===== config.mk =====
export PLATFORM = sky130hd
export DESIGN_NAME = scc_config_top
export DESIGN_NICKNAME = d
export VERILOG_FILES = /design/src/rtl/scc_pkg.sv /design/src/rtl/scc_reg_if.sv /design/src/rtl/scc_reg_bank.sv /design/src/rtl/scc_config_top.sv
export SDC_FILE = /design/constraint.sdc
export NUM_CORES = 1
export LEC_CHECK = 0
export ABC_AREA = 1
export BUFFER_PORTS_ARGS = -buffer_cell sky130_fd_sc_hd__buf_2
export CAP_MARGIN = 30
export CORE_AREA = 2 2 117 73
export DETAILED_ROUTE_END_ITERATION = 8
export DIE_AREA = 0 0 119 75
export GPL_TIMING_DRIVEN = 0
export PLACE_DENSITY = 0.85
export SETUP_SLACK_MARGIN = 0.4
export SLEW_MARGIN = 0
export SYNTH_ARGS = -nofsm -noshare
export SYNTH_HDL_FRONTEND = slang
export SYNTH_SLANG_ARGS = --single-unit

===== constraint.sdc =====
create_clock -name ref_clk -period 1.9 [get_ports ref_clk]
set_input_delay 0 -clock ref_clk [delete_from_list [all_inputs] [get_ports ref_clk]]
set_output_delay 0 -clock ref_clk [all_outputs]
set_load 0.01 [all_outputs]

===== src/rtl/scc_pkg.sv =====
// Constants, strap decode tables and helpers of the conditioner config bank.
// Assumes strap levels arrive already resolved to small level numbers.
// Overview of operation
// - Transition gain code lives in bits 7-4, preset from strap, host writable.
// - Transition strap levels 0..3 load codes 0x0, 0x3, 0x6, 0x8.
// - Mode control bit 0: set means configuration hold, reads set after reset.
// - Static gain code lives in bits 3-0; bits 7-4 are reserved.
// - Static strap levels load 0x0, 0x2, 0x2, 0x6.
// - Receive gain code fills all eight bits, preset from tri-level strap.
// - Receive strap low, mid, high load 0x00, 0x44, 0x77.
// - Registers reached by standard-mode serial bus at target address 0x2C.
// - Serial controller enabled only if both lines sampled high after reset.
`default_nettype none
package scc_pkg;
  localparam logic [7:0] OFS_TRANS      = 8'h01;
  localparam logic [7:0] OFS_MODE       = 8'h03;
  localparam logic [7:0] OFS_STATIC     = 8'h0E;
  localparam logic [7:0] OFS_RECV       = 8'h25;
  localparam logic [7:0] UNMAPPED_DATA  = 8'h00;
  localparam logic [6:0] TARGET_ADDR    = 7'h2C;
  localparam logic [3:0] ADDR_RSV_LO    = 4'h0;
  localparam logic [3:0] ADDR_RSV_HI    = 4'hF;
  localparam int         TRANS_LSB      = 4;
  localparam int         STATIC_LSB     = 0;
  localparam int         HOLD_BIT       = 0;
  localparam logic [3:0] TRANS_RSV_RST  = 4'h0;
  localparam logic [3:0] STATIC_RSV_RST = 4'h0;
  localparam logic [7:0] MODE_RST       = 8'h01;
  localparam logic [7:0] TRANS_RST      = 8'h00;
  localparam logic [7:0] STATIC_RST     = 8'h00;
  localparam logic [7:0] RECV_RST       = 8'h00;
  localparam logic [1:0] RX_LOW         = 2'h0;
  localparam logic [1:0] RX_MID         = 2'h1;
  localparam logic [3:0] TG_L0 = 4'h0, TG_L1 = 4'h3, TG_L2 = 4'h6, TG_L3 = 4'h8;
  localparam logic [3:0] SG_L0 = 4'h0, SG_L12 = 4'h2, SG_L3 = 4'h6;
  localparam logic [7:0] RG_LOW = 8'h00, RG_MID = 8'h44, RG_HIGH = 8'h77;

  function automatic logic [3:0] trans_map(input logic [1:0] lvl);
    case (lvl)
      2'h0:    trans_map = TG_L0;
      2'h1:    trans_map = TG_L1;
      2'h2:    trans_map = TG_L2;
      default: trans_map = TG_L3;
    endcase
  endfunction

  function automatic logic [3:0] static_map(input logic [1:0] lvl);
    case (lvl)
      2'h0:       static_map = SG_L0;
      2'h1, 2'h2: static_map = SG_L12;
      default:    static_map = SG_L3;
    endcase
  endfunction

  // Code 3 on the tri-level strap is treated as high
  function automatic logic [7:0] recv_map(input logic [1:0] lvl);
    if (lvl == RX_LOW)
      recv_map = RG_LOW;
    else if (lvl == RX_MID)
      recv_map = RG_MID;
    else
      recv_map = RG_HIGH;
  endfunction
endpackage
`default_nettype wire


===== src/rtl/scc_reg_if.sv =====
// Write strobe and read port between serial target and register bank.
// Assumes both ends run on ref_clk.
`default_nettype none
interface scc_reg_if;
  logic       wr_en;
  logic [7:0] wr_addr;
  logic [7:0] wr_data;
  logic [7:0] rd_addr;
  logic [7:0] rd_data;
  modport target (output wr_en, output wr_addr, output wr_data, output rd_addr,
                  input rd_data);
  modport bank   (input wr_en, input wr_addr, input wr_data, input rd_addr,
                  output rd_data);
endinterface
`default_nettype wire


===== src/rtl/scc_reg_bank.sv =====
// Four configuration registers, three with strap preset, and host write port.
// Assumes load_straps is a single pulse right after reset release.
`default_nettype none
module scc_reg_bank
  import scc_pkg::*;
(
  input  wire logic       ref_clk,
  input  wire logic       reset,
  input  wire logic       load_straps,
  input  wire logic [1:0] gain_lvl,
  input  wire logic [1:0] rx_lvl,
  scc_reg_if.bank         rif,
  output logic      [7:0] trans_reg,
  output logic      [7:0] mode_reg,
  output logic      [7:0] static_reg,
  output logic      [7:0] recv_reg
);
  logic [7:0] trans_r, mode_r, static_r, recv_r;

  // Reserved bits return to their hardware value on each strap load
  always_ff @(posedge ref_clk) begin
    if (reset)
      trans_r <= TRANS_RST;
    else if (load_straps)
      trans_r <= {trans_map(gain_lvl), TRANS_RSV_RST};
    else if (rif.wr_en && rif.wr_addr == OFS_TRANS)
      trans_r <= rif.wr_data;
  end

  always_ff @(posedge ref_clk) begin
    if (reset)
      static_r <= STATIC_RST;
    else if (load_straps)
      static_r <= {STATIC_RSV_RST, static_map(gain_lvl)};
    else if (rif.wr_en && rif.wr_addr == OFS_STATIC)
      static_r <= rif.wr_data;
  end

  always_ff @(posedge ref_clk) begin
    if (reset)
      recv_r <= RECV_RST;
    else if (load_straps)
      recv_r <= recv_map(rx_lvl);
    else if (rif.wr_en && rif.wr_addr == OFS_RECV)
      recv_r <= rif.wr_data;
  end

  always_ff @(posedge ref_clk) begin
    if (reset)
      mode_r <= MODE_RST;
    else if (rif.wr_en && rif.wr_addr == OFS_MODE)
      mode_r <= rif.wr_data;
  end

  // Unmapped locations read as zero and ignore writes
  always_comb begin
    if (rif.rd_addr == OFS_TRANS)
      rif.rd_data = trans_r;
    else if (rif.rd_addr == OFS_MODE)
      rif.rd_data = mode_r;
    else if (rif.rd_addr == OFS_STATIC)
      rif.rd_data = static_r;
    else if (rif.rd_addr == OFS_RECV)
      rif.rd_data = recv_r;
    else
      rif.rd_data = UNMAPPED_DATA;
  end

  assign trans_reg  = trans_r;
  assign mode_reg   = mode_r;
  assign static_reg = static_r;
  assign recv_reg   = recv_r;

  property p_trans_load;
    @(posedge ref_clk) disable iff (reset)
    load_straps |=> trans_r == {trans_map($past(gain_lvl)), TRANS_RSV_RST};
  endproperty
  a_trans_load: assert property (p_trans_load)
    else $error("transition code not loaded from strap");

  property p_static_load;
    @(posedge ref_clk) disable iff (reset)
    load_straps |=> static_r[3:0] == static_map($past(gain_lvl));
  endproperty
  a_static_load: assert property (p_static_load)
    else $error("static code not loaded from strap");

  property p_recv_load;
    @(posedge ref_clk) disable iff (reset)
    load_straps |=> recv_r == recv_map($past(rx_lvl));
  endproperty
  a_recv_load: assert property (p_recv_load)
    else $error("receive code not loaded from strap");

  property p_trans_write;
    @(posedge ref_clk) disable iff (reset)
    rif.wr_en && rif.wr_addr == OFS_TRANS && !load_straps |=> trans_r == $past(rif.wr_data);
  endproperty
  a_trans_write: assert property (p_trans_write)
    else $error("transition register write lost");

  property p_static_write;
    @(posedge ref_clk) disable iff (reset)
    rif.wr_en && rif.wr_addr == OFS_STATIC && !load_straps
      |=> static_r == $past(rif.wr_data);
  endproperty
  a_static_write: assert property (p_static_write)
    else $error("static register write lost");

  property p_recv_write;
    @(posedge ref_clk) disable iff (reset)
    rif.wr_en && rif.wr_addr == OFS_RECV && !load_straps |=> recv_r == $past(rif.wr_data);
  endproperty
  a_recv_write: assert property (p_recv_write)
    else $error("receive register write lost");

  property p_hold_after_reset;
    @(posedge ref_clk) disable iff (reset)
    $past(reset) |-> mode_r[HOLD_BIT] ##1 mode_r[HOLD_BIT];
  endproperty
  a_hold_after_reset: assert property (p_hold_after_reset)
    else $error("hold bit not set after reset");

  property p_keep_codes;
    @(posedge ref_clk) disable iff (reset)
    !rif.wr_en && !load_straps |=> $stable(trans_r) && $stable(static_r) && $stable(recv_r);
  endproperty
  a_keep_codes: assert property (p_keep_codes)
    else $error("code changed without load or write");
endmodule
`default_nettype wire


===== src/rtl/scc_config_top.sv =====
// Top of the conditioner config bank: serial target, strap capture, outputs.
// Assumes scl, sda and straps are asynchronous pins; sda is open drain.
`default_nettype none
module scc_config_top
  import scc_pkg::*;
#(
  parameter logic [6:0] I2C_ADDR = TARGET_ADDR
)(
  input  wire logic       ref_clk,
  input  wire logic       reset,
  input  wire logic       scl_i,
  input  wire logic       sda_i,
  output logic            sda_o,
  output logic            sda_oe,
  input  wire logic [1:0] gain_strap,
  input  wire logic [1:0] rx_strap,
  output logic      [3:0] transition_gain_code,
  output logic      [3:0] static_gain_code,
  output logic      [7:0] receive_gain_code,
  output logic            config_hold,
  output logic            serial_mode_en
);
  typedef enum logic [3:0] {
    ST_IDLE, ST_ADDR, ST_ACK_A, ST_REG, ST_ACK_R,
    ST_WDATA, ST_ACK_W, ST_RDATA, ST_MACK
  } scc_state_t;

  generate
    if (I2C_ADDR[6:3] == ADDR_RSV_LO || I2C_ADDR[6:3] == ADDR_RSV_HI) begin : g_chk
      $error("target address falls in a reserved group");
    end
  endgenerate

  scc_reg_if rif ();

  logic [5:0] pin_m_r, pin_s_r;
  logic       scl_q_r, sda_q_r;
  logic       started_r, serial_en_r;
  scc_state_t state_r;
  logic [2:0] cnt_r;
  logic       full_r, rw_r, nack_r, drive_low_r;
  logic [7:0] shift_r, tx_r, ptr_r;
  logic       wr_en_r;
  logic [7:0] wr_addr_r, wr_data_r;
  logic [7:0] trans_reg, mode_reg, static_reg, recv_reg;
  logic       scl_s, sda_s, load_straps;
  logic       scl_rise, scl_fall, start_c, stop_c, wr_take;

  // Pins are not reset so they are already settled when reset lets go
  always_ff @(posedge ref_clk) begin
    pin_m_r <= {scl_i, sda_i, gain_strap, rx_strap};
    pin_s_r <= pin_m_r;
  end

  assign scl_s = pin_s_r[5];
  assign sda_s = pin_s_r[4];

  always_ff @(posedge ref_clk) begin
    if (reset) begin
      scl_q_r <= 1'b1;
      sda_q_r <= 1'b1;
    end else begin
      scl_q_r <= scl_s;
      sda_q_r <= sda_s;
    end
  end

  assign scl_rise = scl_s && !scl_q_r;
  assign scl_fall = !scl_s && scl_q_r;
  assign start_c  = scl_s && scl_q_r && !sda_s && sda_q_r;
  assign stop_c   = scl_s && scl_q_r && sda_s && !sda_q_r;

  // One-shot after release: straps and serial-mode sense happen once
  always_ff @(posedge ref_clk) begin
    if (reset)
      started_r <= 1'b0;
    else
      started_r <= 1'b1;
  end

  assign load_straps = !started_r;

  always_ff @(posedge ref_clk) begin
    if (reset)
      serial_en_r <= 1'b0;
    else if (load_straps)
      serial_en_r <= scl_s && sda_s;
  end

  // Byte engine; a start or stop anywhere restarts the framing
  always_ff @(posedge ref_clk) begin
    if (reset || !serial_en_r) begin
      state_r     <= ST_IDLE;
      cnt_r       <= 3'h0;
      full_r      <= 1'b0;
      rw_r        <= 1'b0;
      nack_r      <= 1'b0;
      drive_low_r <= 1'b0;
      shift_r     <= 8'h00;
      tx_r        <= 8'h00;
      ptr_r       <= 8'h00;
    end else if (start_c) begin
      state_r     <= ST_ADDR;
      cnt_r       <= 3'h0;
      full_r      <= 1'b0;
      drive_low_r <= 1'b0;
    end else if (stop_c) begin
      state_r     <= ST_IDLE;
      drive_low_r <= 1'b0;
    end else if (scl_rise) begin
      case (state_r)
        ST_ADDR, ST_REG, ST_WDATA: begin
          shift_r <= {shift_r[6:0], sda_s};
          cnt_r   <= cnt_r + 3'h1;
          full_r  <= cnt_r == 3'h7;
        end
        ST_RDATA: begin
          cnt_r  <= cnt_r + 3'h1;
          full_r <= cnt_r == 3'h7;
        end
        ST_MACK: nack_r <= sda_s;
        default: ;
      endcase
    end else if (scl_fall) begin
      case (state_r)
        ST_ADDR: if (full_r) begin
          full_r <= 1'b0;
          if (shift_r[7:1] == I2C_ADDR) begin
            rw_r        <= shift_r[0];
            drive_low_r <= 1'b1;
            state_r     <= ST_ACK_A;
          end else begin
            state_r <= ST_IDLE;
          end
        end
        ST_ACK_A: begin
          if (rw_r) begin
            tx_r        <= rif.rd_data;
            drive_low_r <= !rif.rd_data[7];
            state_r     <= ST_RDATA;
          end else begin
            drive_low_r <= 1'b0;
            state_r     <= ST_REG;
          end
        end
        ST_REG: if (full_r) begin
          ptr_r       <= shift_r;
          full_r      <= 1'b0;
          drive_low_r <= 1'b1;
          state_r     <= ST_ACK_R;
        end
        ST_ACK_R: begin
          drive_low_r <= 1'b0;
          state_r     <= ST_WDATA;
        end
        ST_WDATA: if (full_r) begin
          full_r      <= 1'b0;
          drive_low_r <= 1'b1;
          state_r     <= ST_ACK_W;
        end
        ST_ACK_W: begin
          drive_low_r <= 1'b0;
          ptr_r       <= ptr_r + 8'h01;
          state_r     <= ST_WDATA;
        end
        ST_RDATA: begin
          if (full_r) begin
            full_r      <= 1'b0;
            drive_low_r <= 1'b0;
            ptr_r       <= ptr_r + 8'h01;
            state_r     <= ST_MACK;
          end else begin
            tx_r        <= {tx_r[6:0], 1'b0};
            drive_low_r <= !tx_r[6];
          end
        end
        ST_MACK: begin
          if (nack_r) begin
            state_r <= ST_IDLE;
          end else begin
            tx_r        <= rif.rd_data;
            drive_low_r <= !rif.rd_data[7];
            state_r     <= ST_RDATA;
          end
        end
        default: ;
      endcase
    end
  end

  assign wr_take = serial_en_r && !start_c && !stop_c && scl_fall
                   && state_r == ST_WDATA && full_r;

  // Registered strobe keeps the bank write one cycle off the pin edge
  always_ff @(posedge ref_clk) begin
    if (reset) begin
      wr_en_r   <= 1'b0;
      wr_addr_r <= 8'h00;
      wr_data_r <= 8'h00;
    end else begin
      wr_en_r <= wr_take;
      if (wr_take) begin
        wr_addr_r <= ptr_r;
        wr_data_r <= shift_r;
      end
    end
  end

  assign rif.wr_en   = wr_en_r;
  assign rif.wr_addr = wr_addr_r;
  assign rif.wr_data = wr_data_r;
  assign rif.rd_addr = ptr_r;

  scc_reg_bank u_bank (
    .ref_clk     (ref_clk),
    .reset       (reset),
    .load_straps (load_straps),
    .gain_lvl    (pin_s_r[3:2]),
    .rx_lvl      (pin_s_r[1:0]),
    .rif         (rif.bank),
    .trans_reg   (trans_reg),
    .mode_reg    (mode_reg),
    .static_reg  (static_reg),
    .recv_reg    (recv_reg)
  );

  // Open drain: only ever pulls low
  assign sda_o                = 1'b0;
  assign sda_oe               = drive_low_r;
  assign transition_gain_code = trans_reg[TRANS_LSB +: 4];
  assign static_gain_code     = static_reg[STATIC_LSB +: 4];
  assign receive_gain_code    = recv_reg;
  assign config_hold          = mode_reg[HOLD_BIT];
  assign serial_mode_en       = serial_en_r;

  property p_silent_no_serial;
    @(posedge ref_clk) disable iff (reset)
    !serial_en_r |=> !sda_oe && !rif.wr_en;
  endproperty
  a_silent_no_serial: assert property (p_silent_no_serial)
    else $error("serial port active while disabled");

  property p_addr_ack;
    @(posedge ref_clk) disable iff (reset)
    serial_en_r && !start_c && !stop_c && scl_fall && state_r == ST_ADDR && full_r
      && shift_r[7:1] == I2C_ADDR |=> sda_oe && state_r == ST_ACK_A;
  endproperty
  a_addr_ack: assert property (p_addr_ack)
    else $error("own address not acknowledged");

  property p_foreign_addr;
    @(posedge ref_clk) disable iff (reset)
    serial_en_r && !start_c && !stop_c && scl_fall && state_r == ST_ADDR && full_r
      && shift_r[7:1] != I2C_ADDR |=> !sda_oe ##1 !sda_oe;
  endproperty
  a_foreign_addr: assert property (p_foreign_addr)
    else $error("foreign address acknowledged");

  property p_write_from_data;
    @(posedge ref_clk) disable iff (reset)
    rif.wr_en |-> $past(state_r) == ST_WDATA && rif.wr_data == $past(shift_r)
      ##1 !rif.wr_en;
  endproperty
  a_write_from_data: assert property (p_write_from_data)
    else $error("write strobe without data byte");

  property p_mode_sense_once;
    @(posedge ref_clk) disable iff (reset)
    started_r |=> $stable(serial_en_r);
  endproperty
  a_mode_sense_once: assert property (p_mode_sense_once)
    else $error("serial mode changed after startup");
endmodule
`default_nettype wire


After elaboration in Yosys (flattened, before gate mapping)
Cells that the tools add are included.
{"block": "word_totals", "ram_bits": 0, "wordCells": 170, "output_inout_bits": 20, "romBits": 0, "latchBits": 0, "input_bits": 8, "memories": 0, "regBits": 99}
{"block": "op_classes", "muxes": 45, "n_addsub": 2, "div_mod_pow": 0, "bitwise": 4, "shifts": 0, "n_mul": 0, "magnitude_cmp": 0, "reduce_logical": 54, "n_eq_ne": 40}
{"operator": "2-to-1 mux 8 bit", "count": 11}
{"operator": "AND reduction 7 bit", "count": 5}
{"operator": "one-hot mux 4 bit (7 select lines)", "count": 1}
{"operator": "2-to-1 mux 4 bit", "count": 6}
{"operator": "one-hot mux 8 bit (3 select lines)", "count": 1}
{"operator": "2-to-1 mux 7 bit", "count": 3}
{"operator": "one-hot mux 7 bit (3 select lines)", "count": 1}
{"operator": "inequality test 2 bit (second input constant)", "count": 10}
{"operator": "logical AND 1 bit", "count": 17}
{"operator": "== test 4 x 3 -> 1 bit (second input constant)", "count": 4}
{"operator": "== test 8 x 1 -> 1 bit (second input constant)", "count": 2}
{"operator": "== test 8 x 2 -> 1 bit (second input constant)", "count": 2}
{"operator": "== test 8 x 4 -> 1 bit (second input constant)", "count": 2}
{"operator": "== test 8 x 6 -> 1 bit (second input constant)", "count": 2}
{"operator": "inequality test 4 bit (second input constant)", "count": 4}
{"operator": "2-to-1 mux 1 bit", "count": 15}
{"operator": "one-hot mux 4 bit (3 select lines)", "count": 1}
{"operator": "AND reduction 4 bit", "count": 3}
{"operator": "OR reduction 2 bit", "count": 5}
{"operator": "logical NOT 1 bit", "count": 9}
{"operator": "nonzero test 3 bit", "count": 3}
{"operator": "nonzero test 9 bit", "count": 1}
{"operator": "adder 8 x 1 -> 8 bit (second input constant)", "count": 1}
{"operator": "== test 4 x 2 -> 1 bit (second input constant)", "count": 2}
{"operator": "other kinds (24)", "count": 34}

Depth between registers and ports, before layout
Gate-level depths: netlist (run 1).
{"block": "logic_depth", "depth_word": 9, "depth_mapped": 11, "ltp_nobuf": 11}

Cells and area by module
From an unflattened synthesis (run 1), not the netlist that was laid out.
{"block": "unflattened", "hier_cells": 711, "hier_area_um2": 4774.6}
{"mod": "scc_config_top", "cells_each": 412, "n_inst": 1, "seq_area_each_um2": 1341.3, "area_per_inst_um2": 2884.0}
{"mod": "scc_reg_bank", "cells_each": 299, "n_inst": 1, "seq_area_each_um2": 640.6, "area_per_inst_um2": 1890.6}

Worst setup path before layout (run 1)
OpenSTA, ideal clock, no wires.
{"block": "synth_path", "path_kind": "reg2reg", "startpoint": "reg state_r[0]", "endpoint": "reg wr_addr_r[3] (netlist: rif.wr_addr[3])", "arrival_time_ps": 1316, "synth_period_minus_slack_ps": 1435, "slack_ps": 465, "setup_time_ps": 119, "path_stages_with_launch": 8, "t_required_ps": 1781, "path_buffers": 2, "cell_sequence": "dfxtp_1 -> buf_4 -> inv_1 -> nor3_1 -> nand3_1 -> buf_2 -> o21ai_0 -> a21oi_1"}
{"block": "synth_between", "elab_chain_cells": 3}
{"item": "start, declared", "line_no": "scc_config_top.sv:39", "rtl": "scc_state_t state_r;"}
{"item": "start signal, assigned", "line_no": "scc_config_top.sv:93", "rtl": "state_r <= ST_IDLE;"}
{"item": "start signal, assigned", "line_no": "scc_config_top.sv:103", "rtl": "state_r <= ST_ADDR;"}
{"item": "start signal, assigned", "line_no": "scc_config_top.sv:108", "rtl": "state_r <= ST_IDLE;"}
{"item": "== test 4 x 3 -> 1 bit", "line_no": "scc_config_top.sv:192", "rtl": "&& state_r == ST_WDATA && full_r;"}
{"item": "logical AND 1 bit (2 in a row)", "line_no": "scc_config_top.sv:192"}
{"item": "end signal, assigned", "line_no": "scc_config_top.sv:203", "rtl": "wr_addr_r <= ptr_r;"}
{"item": "end, declared", "line_no": "scc_config_top.sv:44", "rtl": "logic [7:0] wr_addr_r, wr_data_r;"}
No other way between the ends.
A chain may end at the register's enable or synchronous reset.

Worst setup path in the final report (run 1)
{"block": "layout_path", "startpoint": "reg state_r[0]", "endpoint": "reg state_r[3]"}
{"block": "layout_between", "elab_chain_cells": 4, "word_cells_on_any_way": 16, "cone_classes": "eq/ne: 12; mux: 1; reduce/logical: 3"}
{"item": "== test 4 x 3 -> 1 bit", "line_no": "scc_config_top.sv:125", "rtl": "case (state_r)"}
{"item": "OR reduction 2 bit (no source line)"}
{"item": "nonzero test 7 bit (no source line)"}
{"item": "AND reduction 7 bit (no source line)"}
Parallel ways exist; a longest one is shown, timed or not.

==> results of run 1 <==
==> through the flow <==
stage               utilization [%]  instance area, µm²  worst slack (ns)
CTS                            71.6                5580             0.311
global placement               62.6                4870             0.114
detailed placement             62.6                4870            0.0428
finish                         81.1                6320             0.113
global route                   81.1                6320            0.0783
floorplan                         -                4610             0.465
==> report_power, final <==
group          internal, mW  switching [mW]
registers              2.10          0.0291
clock network          1.33           0.825
logic                0.0938           0.159
==> logic make-up (layout without fill, tap and decap cells) <==
group / Yosys count / in the layout / share of synthesized area, %
simple gates: 265 / 265 / 25.6
other cells: 1 / 1 / 0.0814
compound gates: 161 / 161 / 18.8
buf+inv: 109 / 204 / 10.0
fa+ha+maj: 9 / 9 / 2.44
flops: 99 / 99 / 43.0
==> area by class of cell <==
cell class	instances	area [µm²]	share of cell area [%]
Inverter	81	325	5.15
Tap cell	108	135	2.14
Buffer	28	215	3.41
Clock inverter	6	111	1.76
Clock buffer	10	239	3.78
Sequential cell	99	2020	31.9
Multi-Input combinational cell	436	2660	42.1
Timing Repair Buffer	79	611	9.67
==> layer usage <==
metal	global-route usage [%]	up-vias	part of all wire, %
met5	0	-	0
met4	12.8	0	5.9
met3	9.39	123	13
met2	49.7	505	43
met1	39.9	2445	38
li1	-	2299	-
==> cells in the mapped netlist (all sizes together) (6+ instances only) <==
master	count	area share, %
nand3	49	5.6
clkbuf	12	1.0
o21ai	68	7.4
nand4	13	1.8
buf	16	2.4
inv	81	6.6
nor2	72	6.5
nand2	120	10
nor3	9	0.98
a21oi	77	8.9
dfxtp	99	43
ha	9	2.4
a31oi	6	0.81
==> tightest hold or removal path, stage by stage <==
cell	delay, ns
buf_2	0.13
nor2_1	0.12
o21ai_0	0.09
nor2_1	0.04
==> placed cells by master, fill, tap and decap left out, types with 7 or more instances in the layout <==
master	n
a21oi_1	60
a21oi_2	16
buf_2	29
buf_4	44
buf_6	14
clkbuf_16	10
dfxtp_1	82
dfxtp_2	11
dlygate4sd3_1	7
inv_1	60
inv_2	15
nand2_1	101
nand2_2	9
nand2_4	9
nand3_1	37
nand4_1	13
nor2_1	46
nor2_2	11
nor2_4	14
o21ai_0	37
o21ai_1	11
o21ai_2	19
==> worst paths after layout <==
path                                                          end  slack, ns  depth (start not counted)
worst max-delay path                      state_r[3]$_SDFFE_PP0P_       0.11                         10
worst min-delay path            u_bank.static_reg[5]$_SDFFE_PP0P_       0.07                          4
worst min register to register                 pin_s_r[5]$_DFF_P_       0.33                          0
worst max register to register            state_r[3]$_SDFFE_PP0P_       0.11                         10
==> repair_timing <==
item,CTS,global route
setup buffers,12,29
hold endpoints to repair,8,0
endpoints found under the setup margin,61,74
resized for setup,65,168
pin swaps,10,37
hold buffers,7,0
cloned,2,3
==> metrics.md, run 1 <==
| Metric | Value |
|---|---|
| Synthesized area per cell | 7.15 µm² |
| Peak supply drop | 0.000679 V |
| RR Startpoint | state_r[0]$_SDFFE_PP0P_ |
| Final Setup Violations | 0 |
| CP Buf/Inv Count | 3 |
| Clk_lat worst skew | 0.36 ns |
| DP Cell Count | 778 |
| Minimum clock period | 1.79 ns |
| Vias | 5372 |
| PortBufs | 26 |
| Synth Instances | 644 |
| Synthesized Nets | 661 |
| Synth warn | 0 |
| Antenna viol nets, final | 0 |
| Crit Path Category | flop to flop |
| Slowest stage cell, crit path | dfxtp_2 |
| Period utilisation layout | 94.1% |
| Setup TNS | 0 ns |
| RSZ-0062 raised after global routing | yes |
| DR iter-0 viols | 979 |
| Critical path capture point type | flop |
| Initial core utilization | 59.1% |
| Worst-path clk slew | 0.08 ns |
| Max Freq | 0.559 GHz |
| DP Wirelength | 9.26 mm |
| Pre-Repair DR Iteration Count | 6 |
| Inserted Diodes | 0 |
| Worst hold path type | primary input to flop |
| Cell variety after synth | 33 |
| Cell Area, Synth | 4610 µm² |
| First-pass GRT wire length | 21.3 mm |
| Final WL | 17.4 mm |
| Gr ovfl total | 0 |
| Worst endpoint required time | 2.13 ns |
| # Max-Cap Violations | 0 |
| H-tree Lvls | 3 |
| Die Height | 75 µm |
| Vias per cell | 6.34 |
| Crit Path Max Fanout | 7 |
| Sequential area share after synthesis | 43.0% |
| Clock Tree Root | clkbuf_16 |
| Gr usage total | 31.0% |
| Num CTS Buffers | 9 |
| Largest net degree at the start of global routing | 17 |
| Outcome | finished, final reports clean |
| Worst Min Path Start | reset |
| Startpoint class of the critical path | flop |
| Share of layout cells above drive strength 1 | 34.1% |
| Share of flip-flops with an asynchronous set or reset | 0% |
| Die ar. | 8930 µm² |
| Crit path cell chain | buf_6 -> buf_6 -> nor2_4 -> nand3_4 -> nand2_2 -> inv_2 -> nand3_2 -> nand2_4 -> o21ai_0 -> a21oi_1 |
| Top delay family on crit path | simple AND/OR/NAND/NOR gates |
| Core box area | 7790 µm² |
| Final hold violations | 0 |
| Drt wl/cell | 20.6 µm |
| Crit path largest cell delay | 0.32 ns |
| Most Frequent Cell on Critical Path | buf_6 |
| Worst clock skew | 0.0144 ns |
| Max Transition Viols Final | 0 |
| Worst path arrival time | 2.02 ns |
| Synth Flop Type | dfxtp_1 |
| Clk buf depth | 2 |
| Synth Register Bits | 99 |
| Die width | 119 µm |
| PwrDens | 717 nW/µm² |
| CTS tree | yes |
| Post-route insts no fill | 847 |
| EDFF count, synth | 0 |
| Leak Pwr | 2.63 nW |
| Final GP Congestion | 1.03 |
| Vias in the first global route | 4312 |
| Worst-Margin Slew | 0.801 ns |
| Initial antenna violation count | 0 |
| # fillers | 452 |
| P&R area growth vs syn | 37.1% |
| Hold slack | 0.0733 ns |
| Slew margin rel. | 46.6% |
| Clock Sink Count | 99 |
| Total power | 4.53 mW |
| DRC errors left | 0 |
| CP Launch Point | state_r[0]$_SDFFE_PP0P_ |
| Row count | 25 |
| I/O pin count | 28 |
| # nets final | 751 |
Note: power is estimated with default switching activity, not from simulation.
==> run 2, diff against run 1 <==
--- a/config.mk
+++ b/config.mk
@@ -5,12 +5,11 @@
 export SDC_FILE = /design/constraint.sdc
 export NUM_CORES = 1
 export LEC_CHECK = 0
-export ABC_AREA = 1
 export BUFFER_PORTS_ARGS = -buffer_cell sky130_fd_sc_hd__buf_2
 export CAP_MARGIN = 30
-export CORE_AREA = 2 2 117 73
+export CORE_AREA = 2 2 118 74
 export DETAILED_ROUTE_END_ITERATION = 8
-export DIE_AREA = 0 0 119 75
+export DIE_AREA = 0 0 120 76
 export GPL_TIMING_DRIVEN = 0
 export PLACE_DENSITY = 0.85
 export SETUP_SLACK_MARGIN = 0.4
==> metrics.md, run 2 <==
| Metric | Value |
|---|---|
| Outcome | complete, but fails checks |
| Violated checks | negative setup slack |
| Die ar. | 9120 µm² (+2.2%) |
| Vias in the first global route | 4657 (+8.0%) |
| Post-route insts no fill | 777 (-8.3%) |
| Final Util | 85.5% (+4.4 points) |
| Synth Area in Adders | 2.38% (-0.068 points) |
| Clk buf depth | 2 (unchanged) |
| Pre-Repair DR Iteration Count | 6 (unchanged) |
| PwrDens | 594 nW/µm² (-17%) |
| Xor and xnor area share after synthesis | 0.370% (+0.37 points) |
| Largest net degree at the start of global routing | 19 (+2) |
| Critical path capture point type | flop |
| Leading area contributor after synthesis | dfxtp_1 |
| Vias | 5266 (-2.0%) |
| RSZ-0062 raised after global routing | yes |
| # Max-Cap Violations | 0 (unchanged) |
| Post-synthesis compound-gate area fraction | 17.8% (-1.1 points) |
| Largest family of logic cells by synthesized area | simple AND/OR/NAND/NOR gates |
| Leak Pwr | 2.98 nW (+13%) |
| Synth Instances | 535 (-17%) |
| Startpoint class of the critical path | flop |
| Worst clock skew | 0.0107 ns (-0.00371 ns) |
| Worst path arrival time | 2.27 ns (+0.25 ns) |
| CP Buf/Inv Count | 2 (-1) |
| Clk_lat worst skew | 0.36 ns (about the same) |
| Synthesized area per cell | 8.86 µm² (+24%) |
| Num CTS Buffers | 9 (unchanged) |
| Commonest non-fill, non-tap cell in the layout | dfxtp_1 |
| Die width | 120 µm (+0.84%) |
| Synth Register Bits | 99 (unchanged) |
| Most used cells in the layout excluding fill and tap cells | 85 x dfxtp_1, 67 x nor2_1, 64 x buf_4 |
| Core box area | 8170 µm² (+4.8%) |
| Clock Tree Root | clkbuf_16 |
| Cell variety after synth | 65 (+97%) |
| Clock Sink Count | 99 (unchanged) |
| Die Height | 76 µm (+1.3%) |
| Synth top cells by count | 99 x dfxtp_1, 72 x nor2_1, 53 x mux2i_1 |
| I/O pin count | 28 (unchanged) |
| Gr ovfl total | 0 (unchanged) |
| Final WL | 19.5 mm (+12%) |
| EDFF count, synth | 0 (unchanged) |
| Initial core utilization | 58.0% (-1.1 points) |
| Period utilisation layout | 108% (+14 points) |
| Top delay family on crit path | simple AND/OR/NAND/NOR gates |
| Yosys top cell area share | 41.8% (-1.2 points) |
| Final GP Congestion | 0.979 (-4.6%) |
| DR iter-0 viols | 709 (-28%) |
| Inserted Diodes | 0 (unchanged) |
| Synthesized Nets | 552 (-16%) |
| Crit path largest cell delay | 0.37 ns (+0.05 ns) |
| Final Setup Violations | 4 (+4) |
| Drt wl/cell | 25.1 µm (+22%) |
| Total power | 4.15 mW (-8.4%) |
| Slowest stage cell, crit path | dfxtp_1 |
| Slew margin rel. | 34.7% (-12 points) |
| Synth warn | 0 (unchanged) |
| Initial antenna violation count | 0 (unchanged) |
| Crit Path Max Fanout | 8 (+1) |
| Row count | 26 (+4.0%) |
| DP Cell Count | 673 (-13%) |
| Synth Flop Type | dfxtp_1 |
| Gr usage total | 35.3% (+4.3 points) |
| Crit path cell chain | nor4b_4 -> buf_4 -> nor3b_4 -> nand4b_1 -> buf_6 -> mux2i_1 -> nor2_1 |
| PortBufs | 26 (unchanged) |
| First-pass GRT wire length | 25.0 mm (+17%) |
| Minimum clock period | 2.05 ns (+0.264 ns) |
| Cell Area, Synth | 4740 µm² (+2.9%) |
| Post-synthesis mux area share | 11.2% (+11 points) |
| Worst-Margin Slew | 0.969 ns (+0.168 ns) |
| CTS tree | yes |
| Most frequent cell after synthesis | dfxtp_1 |
| DRC errors left | 0 (unchanged) |
| Worst hold path type | primary input to flop |
| Area share of and/or/nand/nor cells after synthesis | 20.8% (-4.8 points) |
| Peak supply drop | 0.000542 V (-20%) |
| DP Wirelength | 9.47 mm (+2.2%) |
| Final hold violations | 0 (unchanged) |
| Sequential area share after synthesis | 41.8% (-1.2 points) |
| Vias per cell | 6.78 (+6.9%) |
| Antenna viol nets, final | 0 (unchanged) |
| Share of layout cells above drive strength 1 | 43.2% (+9.1 points) |
| Worst-path clk slew | 0.07 ns (about the same) |
| Share of flip-flops with an asynchronous set or reset | 0% (unchanged) |
| H-tree Lvls | 3 (unchanged) |
| P&R area growth vs syn | 47.3% |
| Synth area leaders | dfxtp_1 42%, mux2i_1 11%, nor2_1 5.7%, a21oi_1 4.1%, nand2_1 2.9% |
| Max Freq | 0.488 GHz (-13%) |
| Setup TNS | -0.274 ns (-0.274 ns) |
| Max Transition Viols Final | 0 (unchanged) |
| Crit Path Category | flop to flop |
| Slack of the critical path | -0.151 ns (-0.264 ns) |
| # nets final | 677 (-9.9%) |
| Worst endpoint required time | 2.12 ns (about the same) |
run 2: cells by family (layout without fill, tap and decap cells):
group | count (synthesis) | count (layout)
AO/OA/AOI/OAI | 127 | 127
XOR/XNOR | 2 | 2
adder cells (fa/ha/maj) | 9 | 9
buffers and inverters | 52 | 182
flip-flops | 99 | 99
multiplexers | 53 | 53
other | 1 | 1
AND/OR/NAND/NOR | 192 | 192
run 2: metrics by stage:
| step | instance area (µm²) | hold WS [ns] | setup WS, ns |
|---|---|---|---|
| global route | 6980 | 0.0485 | -0.145 |
| floorplan | 4840 | 0.0277 | 0.215 |
| CTS | 6220 | 0.0200 | 0.0686 |
| global placement | 5110 | 0.102 | -0.159 |
| detailed placement | 5110 | 0.105 | -0.227 |
| finish | 6980 | 0.0470 | -0.151 |
run 2: metal layers:
metal | routed length, µm | GRT usage [%] | vias up
li1 | - | - | 2146
met4 | 1340 | 14.4 | 0
met5 | 0 | 0 | -
met1 | 7030 | 45.6 | 2476
met3 | 2560 | 11.9 | 171
met2 | 8560 | 54.4 | 473
run 2: path summary, 6_finish.rpt:
| check | startpoint | end | slack, ns | cells past startpoint |
|---|---|---|---|---|
| worst max-delay path | rif.wr_addr[4]$_SDFFE_PP0P_ | u_bank.mode_reg[1]$_SDFFE_PP0P_ | -0.15 | 7 |
| worst min-delay path | reset | state_r[0]$_SDFFE_PP0P_ | 0.05 | 3 |
| worst max register to register | rif.wr_addr[4]$_SDFFE_PP0P_ | u_bank.mode_reg[1]$_SDFFE_PP0P_ | -0.15 | 7 |
| worst min register to register | pin_m_r[5]$_DFF_P_ | pin_s_r[5]$_DFF_P_ | 0.33 | 0 |
run 2: layout make-up:
| class | instances | area, µm² |
|---|---|---|
| clock buffers | 9 | 225 |
| clock inverters | 7 | 58.8 |
| flip-flops and latches | 99 | 2020 |
| inverters | 11 | 43.8 |
| repair buffers | 114 | 971 |
| multi-input cells | 384 | 3140 |
| fillers | 346 | 1180 |
| well taps | 112 | 140 |
| plain buffers | 41 | 382 |
run 2: worst min-delay path, delay by kind of cell:
family	cells	cell delay (ns)
buffers and inverters	1	0.16
AO/OA/AOI/OAI	1	0.11
AND/OR/NAND/NOR	1	0.09
run 2: what timing repair did:
item	in CTS	in global routing
setup endpoints to repair	77	77
hold buffers	6	0
gates resized for setup	105	124
setup buffers	41	36
pin swaps	41	63
hold endpoints to repair	6	0
gates cloned	4	1
run 2: report_power, final:
group | switching (mW) | internal, mW | leakage [nW]
clock | 0.889 | 0.910 | 0.138
sequential | 0.0418 | 2.10 | 0.814
combinational | 0.117 | 0.0911 | 2.03
total | 1.05 | 3.10 | 2.98
